File: src/core/sdf_defines.svh
/*
  Constants for the decimation filter timing block: register offsets,
  field positions, reset values and divider figures.
  Assumes inclusion by bare name from the design file, the checker and the bench.
*/
`ifndef SDF_DEFINES_SVH
`define SDF_DEFINES_SVH

// ****************************************
// Register byte offsets
// ****************************************
`define SDF_OFF_CTRL      12'h000
`define SDF_OFF_CHAN      12'h004
`define SDF_OFF_STATUS    12'h008
`define SDF_OFF_DATA      12'h00C

// ****************************************
// Control fields
// ****************************************
`define SDF_CTRL_FS_LSB   0
`define SDF_CTRL_FS_MSB   9
`define SDF_CTRL_AVG_LO   10
`define SDF_CTRL_AVG_HI   11
`define SDF_CTRL_CHOP     12
`define SDF_CTRL_SINC3    13
`define SDF_CTRL_NOTCH    14
`define SDF_CTRL_EN       15
`define SDF_CTRL_RESET    32'h0000_0001

// ****************************************
// Divider and filter figures
// ****************************************
`define SDF_MCLK_KHZ      4920
`define SDF_DEC_SHIFT     10
`define SDF_NOTCH_NUM     23'h00_0005
`define SDF_NOTCH_DEN     23'h00_000C
`define SDF_ORDER3        5'h03
`define SDF_ORDER4        5'h04
`define SDF_AVG2          5'h02
`define SDF_AVG8          5'h08
`define SDF_AVG16         5'h10
`define SDF_AVG2_SH       3'h1
`define SDF_AVG8_SH       3'h3
`define SDF_AVG16_SH      3'h4

`endif

File: src/core/sdf_pkg.sv
/*
  Types shared by the decimation filter timing block.
  Assumes sdf_defines.svh is on the include path.
*/
package sdf_pkg;
  typedef struct packed {
    logic       en;
    logic       notch;
    logic       sinc3;
    logic       chop;
    logic [1:0] avg_sel;
    logic [9:0] fs;
  } sdf_cfg_s;

  typedef enum logic [1:0] {
    SDF_IDLE = 2'b01,
    SDF_RUN  = 2'b10
  } sdf_state_e;
endpackage

File: src/core/sdf_decim.sv
/*
  Sinc3/sinc4 decimation filter with postfilter averaging, chopping and
  an optional 60 Hz notch, reached over APB.
  Assumes pclk is the 4.92 MHz master clock and one modulator bit arrives
  per clock, synchronous to pclk.
*/
`timescale 1ns/1ps
`include "sdf_defines.svh"

// Summary of operation
// With sinc3 and chop on, one result comes every 3 x 1024 x FS master clocks, FS from 1 to 1023.
// With chop on, settling takes two output periods; in fast settling chop doubles settling, not the rate.
// In chop sinc3 mode a channel change resets modulator and filter, the first result needs full settling.
// Through an input step chop mode keeps its rate and shows the step after two or three conversions.
// With chop on, the input pair is swapped each conversion and opposite conversions are averaged.
// Chopping places notches at odd multiples of half the output data rate.
// Chop sinc3 mode has a -3 dB cutoff at 0.24 times the output data rate.
// The sixty-hertz notch enable adds a 60 Hz notch and leaves the output rate unchanged.
// Fast settling inserts a postfilter averaging 2, 8 or 16 sinc outputs per the select bits.
// With both select bits zero, fast settling is off and its rate equation does not apply.
// Select codes 01, 10 and 11 average by 2, 8 and 16.
// Fast settling sinc4 without chop gives one output every (4 + Avg - 1) x 1024 x FS clocks.
// In fast settling, settling equals one output period and channel switches add no latency.
// In fast settling a synchronous step gives settled results, an asynchronous one a single unsettled result.
// The sinc notch lies at mclk / (1024 x FS) and the postfilter adds notches at that divided by Avg.
// All rates and settling times derive from the 4.92 MHz master clock.
module sdf_decim #(
  parameter int ACC_W = 84,
  parameter int RES_W = 32,
  parameter int CH_W  = 4
) (
  input  wire logic             pclk,
  input  wire logic             presetn,
  input  wire logic             psel,
  input  wire logic             penable,
  input  wire logic             pwrite,
  input  wire logic [11:0]      paddr,
  input  wire logic [31:0]      pwdata,
  output logic                  pready,
  output logic [31:0]           prdata,
  output logic                  pslverr,
  input  wire logic             mod_bit,
  output logic                  mod_reset,
  output logic                  input_swap,
  output logic [CH_W-1:0]       channel_sel,
  output logic                  result_valid,
  output logic [RES_W-1:0]      result_data
);

  // ****************************************
  // Register bus
  // ****************************************
  sdf_pkg::sdf_cfg_s    cfg_q;
  sdf_pkg::sdf_state_e  state_q;
  logic                 acc_en;
  logic                 wr_en;
  logic                 rd_en;
  logic                 hit;
  logic                 ready_q;
  logic                 settled_q;
  logic                 done_pulse;
  logic                 chan_wr;
  logic                 ctrl_wr;

  function automatic logic is_addr(input logic [11:0] a, input logic [11:0] off);
    is_addr = (a == off);
  endfunction

  assign acc_en  = psel & penable;
  assign wr_en   = acc_en & pwrite;
  assign rd_en   = acc_en & ~pwrite;
  assign hit     = is_addr(paddr, `SDF_OFF_CTRL) | is_addr(paddr, `SDF_OFF_CHAN) |
                   is_addr(paddr, `SDF_OFF_STATUS) | is_addr(paddr, `SDF_OFF_DATA);
  assign pready  = 1'b1;
  assign pslverr = acc_en & ~hit;
  assign ctrl_wr = wr_en & is_addr(paddr, `SDF_OFF_CTRL);
  assign chan_wr = wr_en & is_addr(paddr, `SDF_OFF_CHAN);

  always_ff @(posedge pclk or negedge presetn) begin
    if (!presetn) begin
      cfg_q <= sdf_pkg::sdf_cfg_s'(16'(`SDF_CTRL_RESET));
    end else if (ctrl_wr) begin
      cfg_q <= sdf_pkg::sdf_cfg_s'(pwdata[`SDF_CTRL_EN:0]);
    end
  end

  always_ff @(posedge pclk or negedge presetn) begin
    if (!presetn) begin
      channel_sel <= '0;
    end else if (chan_wr) begin
      channel_sel <= pwdata[CH_W-1:0];
    end
  end

  // Set wins over the clear from a data read
  always_ff @(posedge pclk or negedge presetn) begin
    if (!presetn) begin
      ready_q <= 1'b0;
    end else if (done_pulse) begin
      ready_q <= 1'b1;
    end else if (rd_en && is_addr(paddr, `SDF_OFF_DATA)) begin
      ready_q <= 1'b0;
    end
  end

  always_comb begin
    prdata = 32'h0000_0000;
    if (is_addr(paddr, `SDF_OFF_CTRL)) begin
      prdata = 32'(cfg_q);
    end else if (is_addr(paddr, `SDF_OFF_CHAN)) begin
      prdata = 32'(channel_sel);
    end else if (is_addr(paddr, `SDF_OFF_STATUS)) begin
      prdata = {27'h000_0000, input_swap, settled_q, state_q, ready_q};
    end else if (is_addr(paddr, `SDF_OFF_DATA)) begin
      prdata = 32'(result_data);
    end
  end

  // ****************************************
  // Mode decode
  // ****************************************
  logic        fast;
  logic [4:0]  order;
  logic [4:0]  avg_n;
  logic [2:0]  avg_sh;
  logic [4:0]  conv_len;
  logic [9:0]  fs_eff;
  logic [19:0] dec_last;
  logic [19:0] notch_pt;
  logic [22:0] notch_prod;

  assign fast  = |cfg_q.avg_sel;
  assign order = cfg_q.sinc3 ? `SDF_ORDER3 : `SDF_ORDER4;

  always_comb begin
    avg_n  = `SDF_AVG2;
    avg_sh = `SDF_AVG2_SH;
    if (cfg_q.avg_sel == 2'b10) begin
      avg_n  = `SDF_AVG8;
      avg_sh = `SDF_AVG8_SH;
    end else if (cfg_q.avg_sel == 2'b11) begin
      avg_n  = `SDF_AVG16;
      avg_sh = `SDF_AVG16_SH;
    end
  end

  // Sinc outputs per conversion: order alone, or order + Avg - 1
  assign conv_len = fast ? 5'(order + avg_n - 5'h01) : order;

  // FS of zero would stall the divider, so it runs as one
  assign fs_eff     = (cfg_q.fs == 10'h000) ? 10'h001 : cfg_q.fs;
  assign dec_last   = 20'({fs_eff, 10'h000} - 20'h0_0001);
  assign notch_prod = 23'({fs_eff, 10'h000} * `SDF_NOTCH_NUM);
  assign notch_pt   = 20'(notch_prod / `SDF_NOTCH_DEN);

  // ****************************************
  // Sequencing
  // ****************************************
  logic [19:0] dec_q;
  logic        tick;
  logic        restart;
  logic [4:0]  ph_q;
  logic        conv_end;

  assign tick     = (state_q == sdf_pkg::SDF_RUN) && (dec_q == dec_last);
  assign conv_end = tick && (ph_q == 5'(conv_len - 5'h01));
  // Config or channel writes restart so the first result fully settles
  assign restart  = (state_q != sdf_pkg::SDF_RUN) | ~cfg_q.en | ctrl_wr | chan_wr | conv_end;
  assign mod_reset = restart;

  always_ff @(posedge pclk or negedge presetn) begin
    if (!presetn) begin
      state_q <= sdf_pkg::SDF_IDLE;
    end else begin
      case (state_q)
        sdf_pkg::SDF_IDLE: begin
          if (cfg_q.en && !ctrl_wr) begin
            state_q <= sdf_pkg::SDF_RUN;
          end
        end
        sdf_pkg::SDF_RUN: begin
          if (!cfg_q.en) begin
            state_q <= sdf_pkg::SDF_IDLE;
          end
        end
        default: state_q <= sdf_pkg::SDF_IDLE;
      endcase
    end
  end

  always_ff @(posedge pclk or negedge presetn) begin
    if (!presetn) begin
      dec_q <= '0;
    end else if (restart || tick) begin
      dec_q <= '0;
    end else begin
      dec_q <= dec_q + 20'h0_0001;
    end
  end

  always_ff @(posedge pclk or negedge presetn) begin
    if (!presetn) begin
      ph_q <= '0;
    end else if (restart) begin
      ph_q <= '0;
    end else if (tick) begin
      ph_q <= ph_q + 5'h01;
    end
  end

  // ****************************************
  // Integrators and combs
  // ****************************************
  logic signed [ACC_W-1:0] integ_q [4];
  logic signed [ACC_W-1:0] comb_d_q [4];
  logic signed [ACC_W-1:0] comb_v [5];
  logic signed [ACC_W-1:0] snap_q;
  logic signed [ACC_W-1:0] top;
  logic signed [ACC_W-1:0] bit_val;

  assign bit_val = {{(ACC_W-1){~mod_bit}}, 1'b1};

  genvar gi;
  generate
    for (gi = 0; gi < 4; gi++) begin : g_int
      always_ff @(posedge pclk or negedge presetn) begin
        if (!presetn) begin
          integ_q[gi] <= '0;
        end else if (restart) begin
          integ_q[gi] <= '0;
        end else begin
          integ_q[gi] <= integ_q[gi] + ((gi == 0) ? bit_val : integ_q[(gi == 0) ? 0 : gi - 1]);
        end
      end
      always_ff @(posedge pclk or negedge presetn) begin
        if (!presetn) begin
          comb_d_q[gi] <= '0;
        end else if (restart) begin
          comb_d_q[gi] <= '0;
        end else if (tick) begin
          comb_d_q[gi] <= comb_v[gi];
        end
      end
      assign comb_v[gi+1] = comb_v[gi] - comb_d_q[gi];
    end
  endgenerate

  // Delayed copy of the integrator adds a zero at 60 Hz, rate untouched
  always_ff @(posedge pclk or negedge presetn) begin
    if (!presetn) begin
      snap_q <= '0;
    end else if (restart) begin
      snap_q <= '0;
    end else if (dec_q == notch_pt) begin
      snap_q <= top;
    end
  end

  assign top       = cfg_q.sinc3 ? integ_q[2] : integ_q[3];
  assign comb_v[0] = cfg_q.notch ? top + snap_q : top;

  // ****************************************
  // Postfilter and chop
  // ****************************************
  logic signed [ACC_W-1:0] sinc_out;
  logic signed [ACC_W-1:0] avg_acc_q;
  logic signed [ACC_W-1:0] avg_sum;
  logic signed [ACC_W-1:0] conv_val;
  logic signed [ACC_W-1:0] chop_val;
  logic signed [ACC_W-1:0] prev_q;
  logic signed [ACC_W-1:0] res_rnd;
  logic [5:0]              res_sh;
  logic                    have_prev_q;
  logic                    keep;

  // Raw sinc scaled by 2^-(10*order); gain of FS itself is left in
  // Notch copy doubles the gain, so one more bit of shift
  assign res_sh   = 6'(order * `SDF_DEC_SHIFT) + 6'(cfg_q.notch);
  // Round half up: a window started from zero falls one count short
  assign res_rnd  = ACC_W'(1'b1) <<< (res_sh - 6'h01);
  assign sinc_out = ((cfg_q.sinc3 ? comb_v[3] : comb_v[4]) + res_rnd) >>> res_sh;
  // Sinc outputs before the filter has filled are discarded
  assign keep     = tick && (ph_q >= 5'(order - 5'h01));
  assign avg_sum  = avg_acc_q + sinc_out;
  assign conv_val = fast ? (avg_sum >>> avg_sh) : sinc_out;
  assign chop_val = input_swap ? -conv_val : conv_val;

  always_ff @(posedge pclk or negedge presetn) begin
    if (!presetn) begin
      avg_acc_q <= '0;
    end else if (restart) begin
      avg_acc_q <= '0;
    end else if (keep) begin
      avg_acc_q <= avg_sum;
    end
  end

  // Polarity swaps every conversion with chop on; a config or channel write, or leaving run, starts a fresh pair
  always_ff @(posedge pclk or negedge presetn) begin
    if (!presetn) begin
      input_swap  <= 1'b0;
      have_prev_q <= 1'b0;
      prev_q      <= '0;
    end else if (ctrl_wr || chan_wr || state_q != sdf_pkg::SDF_RUN) begin
      input_swap  <= 1'b0;
      have_prev_q <= 1'b0;
      prev_q      <= '0;
    end else if (conv_end && cfg_q.chop) begin
      input_swap  <= ~input_swap;
      have_prev_q <= 1'b1;
      prev_q      <= chop_val;
    end
  end

  // Chop needs two conversions per settled result, then one per period
  assign done_pulse = conv_end && (!cfg_q.chop || have_prev_q);

  always_ff @(posedge pclk or negedge presetn) begin
    if (!presetn) begin
      result_data <= '0;
      settled_q   <= 1'b0;
    end else if (ctrl_wr || chan_wr) begin
      settled_q <= 1'b0;
    end else if (done_pulse) begin
      result_data <= cfg_q.chop ? RES_W'((prev_q + chop_val) >>> 1) : RES_W'(conv_val);
      settled_q   <= 1'b1;
    end
  end

  always_ff @(posedge pclk or negedge presetn) begin
    if (!presetn) begin
      result_valid <= 1'b0;
    end else begin
      result_valid <= done_pulse;
    end
  end

endmodule

File: config.mk
export PLATFORM = sky130hd
export DESIGN_NAME = sdf_decim
export DESIGN_NICKNAME = d
export VERILOG_FILES = /design/src/core/sdf_pkg.sv /design/src/core/sdf_decim.sv
export VERILOG_INCLUDE_DIRS = /design/src /design/src/core
export SDC_FILE = /design/constraint.sdc
export NUM_CORES = 2
export LEC_CHECK = 0
export ABC_AREA = 1
export BUFFER_PORTS_ARGS = -buffer_cell sky130_fd_sc_hd__buf_2
export CELL_PAD_IN_SITES_DETAIL_PLACEMENT = 1
export CELL_PAD_IN_SITES_GLOBAL_PLACEMENT = 1
export CORE_UTILIZATION = 48
export CTS_CLUSTER_DIAMETER = 100
export DETAILED_ROUTE_END_ITERATION = 16
export HOLD_SLACK_MARGIN = 0.15
export PLACE_DENSITY = 0.9
export SLEW_MARGIN = 20
export SYNTH_ARGS = -nofsm -noshare
export SYNTH_HDL_FRONTEND = slang
export SYNTH_SLANG_ARGS = --single-unit
File: constraint.sdc
create_clock -name pclk -period 20.9 [get_ports pclk]
set_input_delay 2.09 -clock pclk [delete_from_list [all_inputs] [get_ports pclk]]
set_output_delay 2.09 -clock pclk [all_outputs]
set_load 0.01 [all_outputs]
==> metrics.txt <==
largest net degree at the start of global routing=189; dominant cell type by area after synthesis=dfrtp_1; Total Power=about 0.013 W; Initial Utilization=approximately half; global-route wire length before repair=427000 um; PwrDens=between 150 and 200 nW/um2; GRT Total Usage=31.1%; relative slew slack=22.5%; combinational power share=72.4%; full die area=165000 um2; Fin Clk Skew=0.0372 ns; storage element area=about 21000 um2; gr ovfl total=0; vias in the first global route=85500; register share of total power=12.6%; CTS sink cnt=around 860; Site Rows=147; via count=80700; Final Util=a little over half; final period utilization=a little over nine tenths; WL/cell=~20 um; sequential area share after synthesis=about 27%; RD Place Congestion=0.917; Post-synth EDFFs=0; PnR worst setup slack=between 0.2 and 0.3 ns; Mapped Area=78300 um2; synthesis-to-finish area growth=11.1%; Final nets=between 10000 and 15000; DR iter-0 viols=4945; max cap viols=0; sw frac=54.0%; final WL=271000 um; # fillers=21000; worst-path fanout max=21; # IOs=123; metal3 WL=about 11000 um; Achievable Freq=48.5 MHz; Final Hold Fails=0; met2 routed wirelength=136000 um; switching power=0.00714 W; Clock Power Share=15.1%; DRC=0; worst min path class=reg2reg; critical path type=reg2reg; fraction of layout cells with a size suffix above 1=7.94%; share of flip-flops with an asynchronous set or reset=100%; crit path launch type=register; CTS root buffer=clkbuf_16; status=completed; DP Worst Slack=-0.397 ns; Vias/cell=5.90; Setup crit end kind=register; H-tree level count=3; cell-internal power=between 0.006 and 0.007 W; WL met1=111000 um; top sig layer=met5; Non-Filler Instances=13700; share of Yosys cell area claimed by the top area cell type=27.3%; Clock Tree Buf Depth=3; Slew Viols, Final=0; worst vdd ir=0.000135 V; fin crit period=20.64 ns; Synth area leaders=dfrtp_1 (27%), ha_1 (14%), nand2_1 (11%); port bufs=105; Placed Cells=about 13000; LEAKAGE=45.2 nW; core area=161000 um2; most used cell, CP=nand2_1; multi-input gate area in the final layout=51400 um2; CTS tree=yes; later-pin clock latency in the skew report=0.76 ns; TritonCTS Buffers=105; Die X=406 um; Tightest Pin Transition=1.15 ns; remaining antenna violation count=0; slowest CP cell=dfrtp_4; Synth Flop Type=dfrtp_1; # setup viols final=0; initial antenna violation count=3; commonest non-fill, non-tap cell in the layout=nand2_1; highest-count cells in the layout ignoring fill and taps=nand2_1 (2197), inv_1 (1529), a21oi_1 (1261); Die H=406 um; Synth Instances=11300; synth warn=0; synth unique cells=73; CP max stage delay=approximately 0.52 ns; register bit count reported by yosys=approximately 860; Avg Cell Area, Syn=6.93 um2; hold_buf cts=0; clock slew at reported path FFs=approximately 0.060 ns; Detail Placement HPWL=193000 um; worst path arrival time=approximately 21 ns; first-pass detailed-route iteration total=5; Critical Path RT=21.50 ns; setup TNS=0 ns
stage by stage:
stage	area [um2]	hold slack, ns
after floorplan	78500	0.445
after global placement	81400	0.466
after detailed placement	81400	0.486
after CTS	85200	0.499
after global routing	86900	0.523
final	86900	0.498
power groups by stage:
stage	Sequential, W	Combinational, W	Clock, W
final	0.00166	0.00956	0.00199
after global routing	0.00166	0.0105	0.00207
after CTS	0.00166	0.00851	0.00201
after global placement	0.00169	0.00800	0
after floorplan	0.00169	0.00600	0
after detailed placement	0.00169	0.00837	0
synth_stat cells, types with 60 or more instances:
library cell,instances
nand2_1,2213
a21oi_1,1330
nor3_1,109
clkbuf_1,230
o21a_1,77
o22ai_1,91
o21ai_0,1193
inv_1,1538
a31oi_1,87
or2_2,120
nand3_1,425
nand4_1,150
xor2_1,348
xnor2_1,143
nor2_1,909
dfrtp_1,854
o21bai_1,60
ha_1,864
worst max-delay path: cells and delay by family (launching register included):
family                   cells  cell delay (ns)
AO/OA/AOI/OAI               49             8.62
XOR/XNOR                     5             1.09
adder cells (fa/ha/maj)      7             2.34
buffers and inverters       14             1.54
flip-flops                   1             0.52
multiplexers                 1             0.27
AND/OR/NAND/NOR             45             6.06
path summary, 6_finish.rpt:
kind	start	endpoint	slack [ns]	depth (start not counted)
worst max-delay path	cfg_q[13]	result_data[28]	0.26	121
worst min-delay path	comb_d_q[84]	comb_d_q[84]	0.50	2
worst max register to register	cfg_q[13]	result_data[28]	0.26	121
worst min register to register	comb_d_q[84]	comb_d_q[84]	0.50	2
max in group asynchronous	presetn	integ_q[119]	16.56	4
min in group asynchronous	presetn	channel_sel[2]	1.31	1
logic make-up (layout without fill, tap and decap cells):
family          count (synthesis)  count (layout)  synth area share, %
xor+xnor                      491             491                 5.50
buf+inv                      1846            2025                 9.04
simple gates                 4030            4030                 21.5
other cells                     2              61              0.00960
flops                         856             856                 27.4
fa+ha+maj                     876             876                 14.1
mux                            17              17                0.221
compound gates               3167            3167                 22.2
final cells by class:
cell class,count,share of cell area (%)
inverters,1556,6.73
repair buffers,276,2.13
flip-flops and latches,856,24.6
well taps,2160,3.11
multi-input cells,8641,59.2
diodes,1,0.00288
clock buffers,153,3.58
clock inverters,40,0.646
flip-flops by register name (all words and copies together), names as in the netlist:
register,count
input_swap,1
integ_q,312
state_q,2
settled_q,1
result_data,32
comb_d_q,312
avg_acc_q,37
cfg_q,16
channel_sel,4
dec_q,20
ph_q,5
snap_q,78
result_valid,1
prev_q,33
ready_q,1
have_prev_q,1
repair_timing:
action	4_1_cts	5_1_grt
hold endpoints to repair	0	0
setup endpoints to repair	4	28
setup buffers	5	52
pin swaps	4	106
resized for setup	20	340
metal layers:
metal | vias up | track usage (%)
met3 | 811 | 2.99
li1 | 38100 | -
met2 | 1980 | 56.3
met5 | - | 0
met4 | 2 | 14.2
met1 | 39700 | 36.9
(Power assumes the default switching activity.)
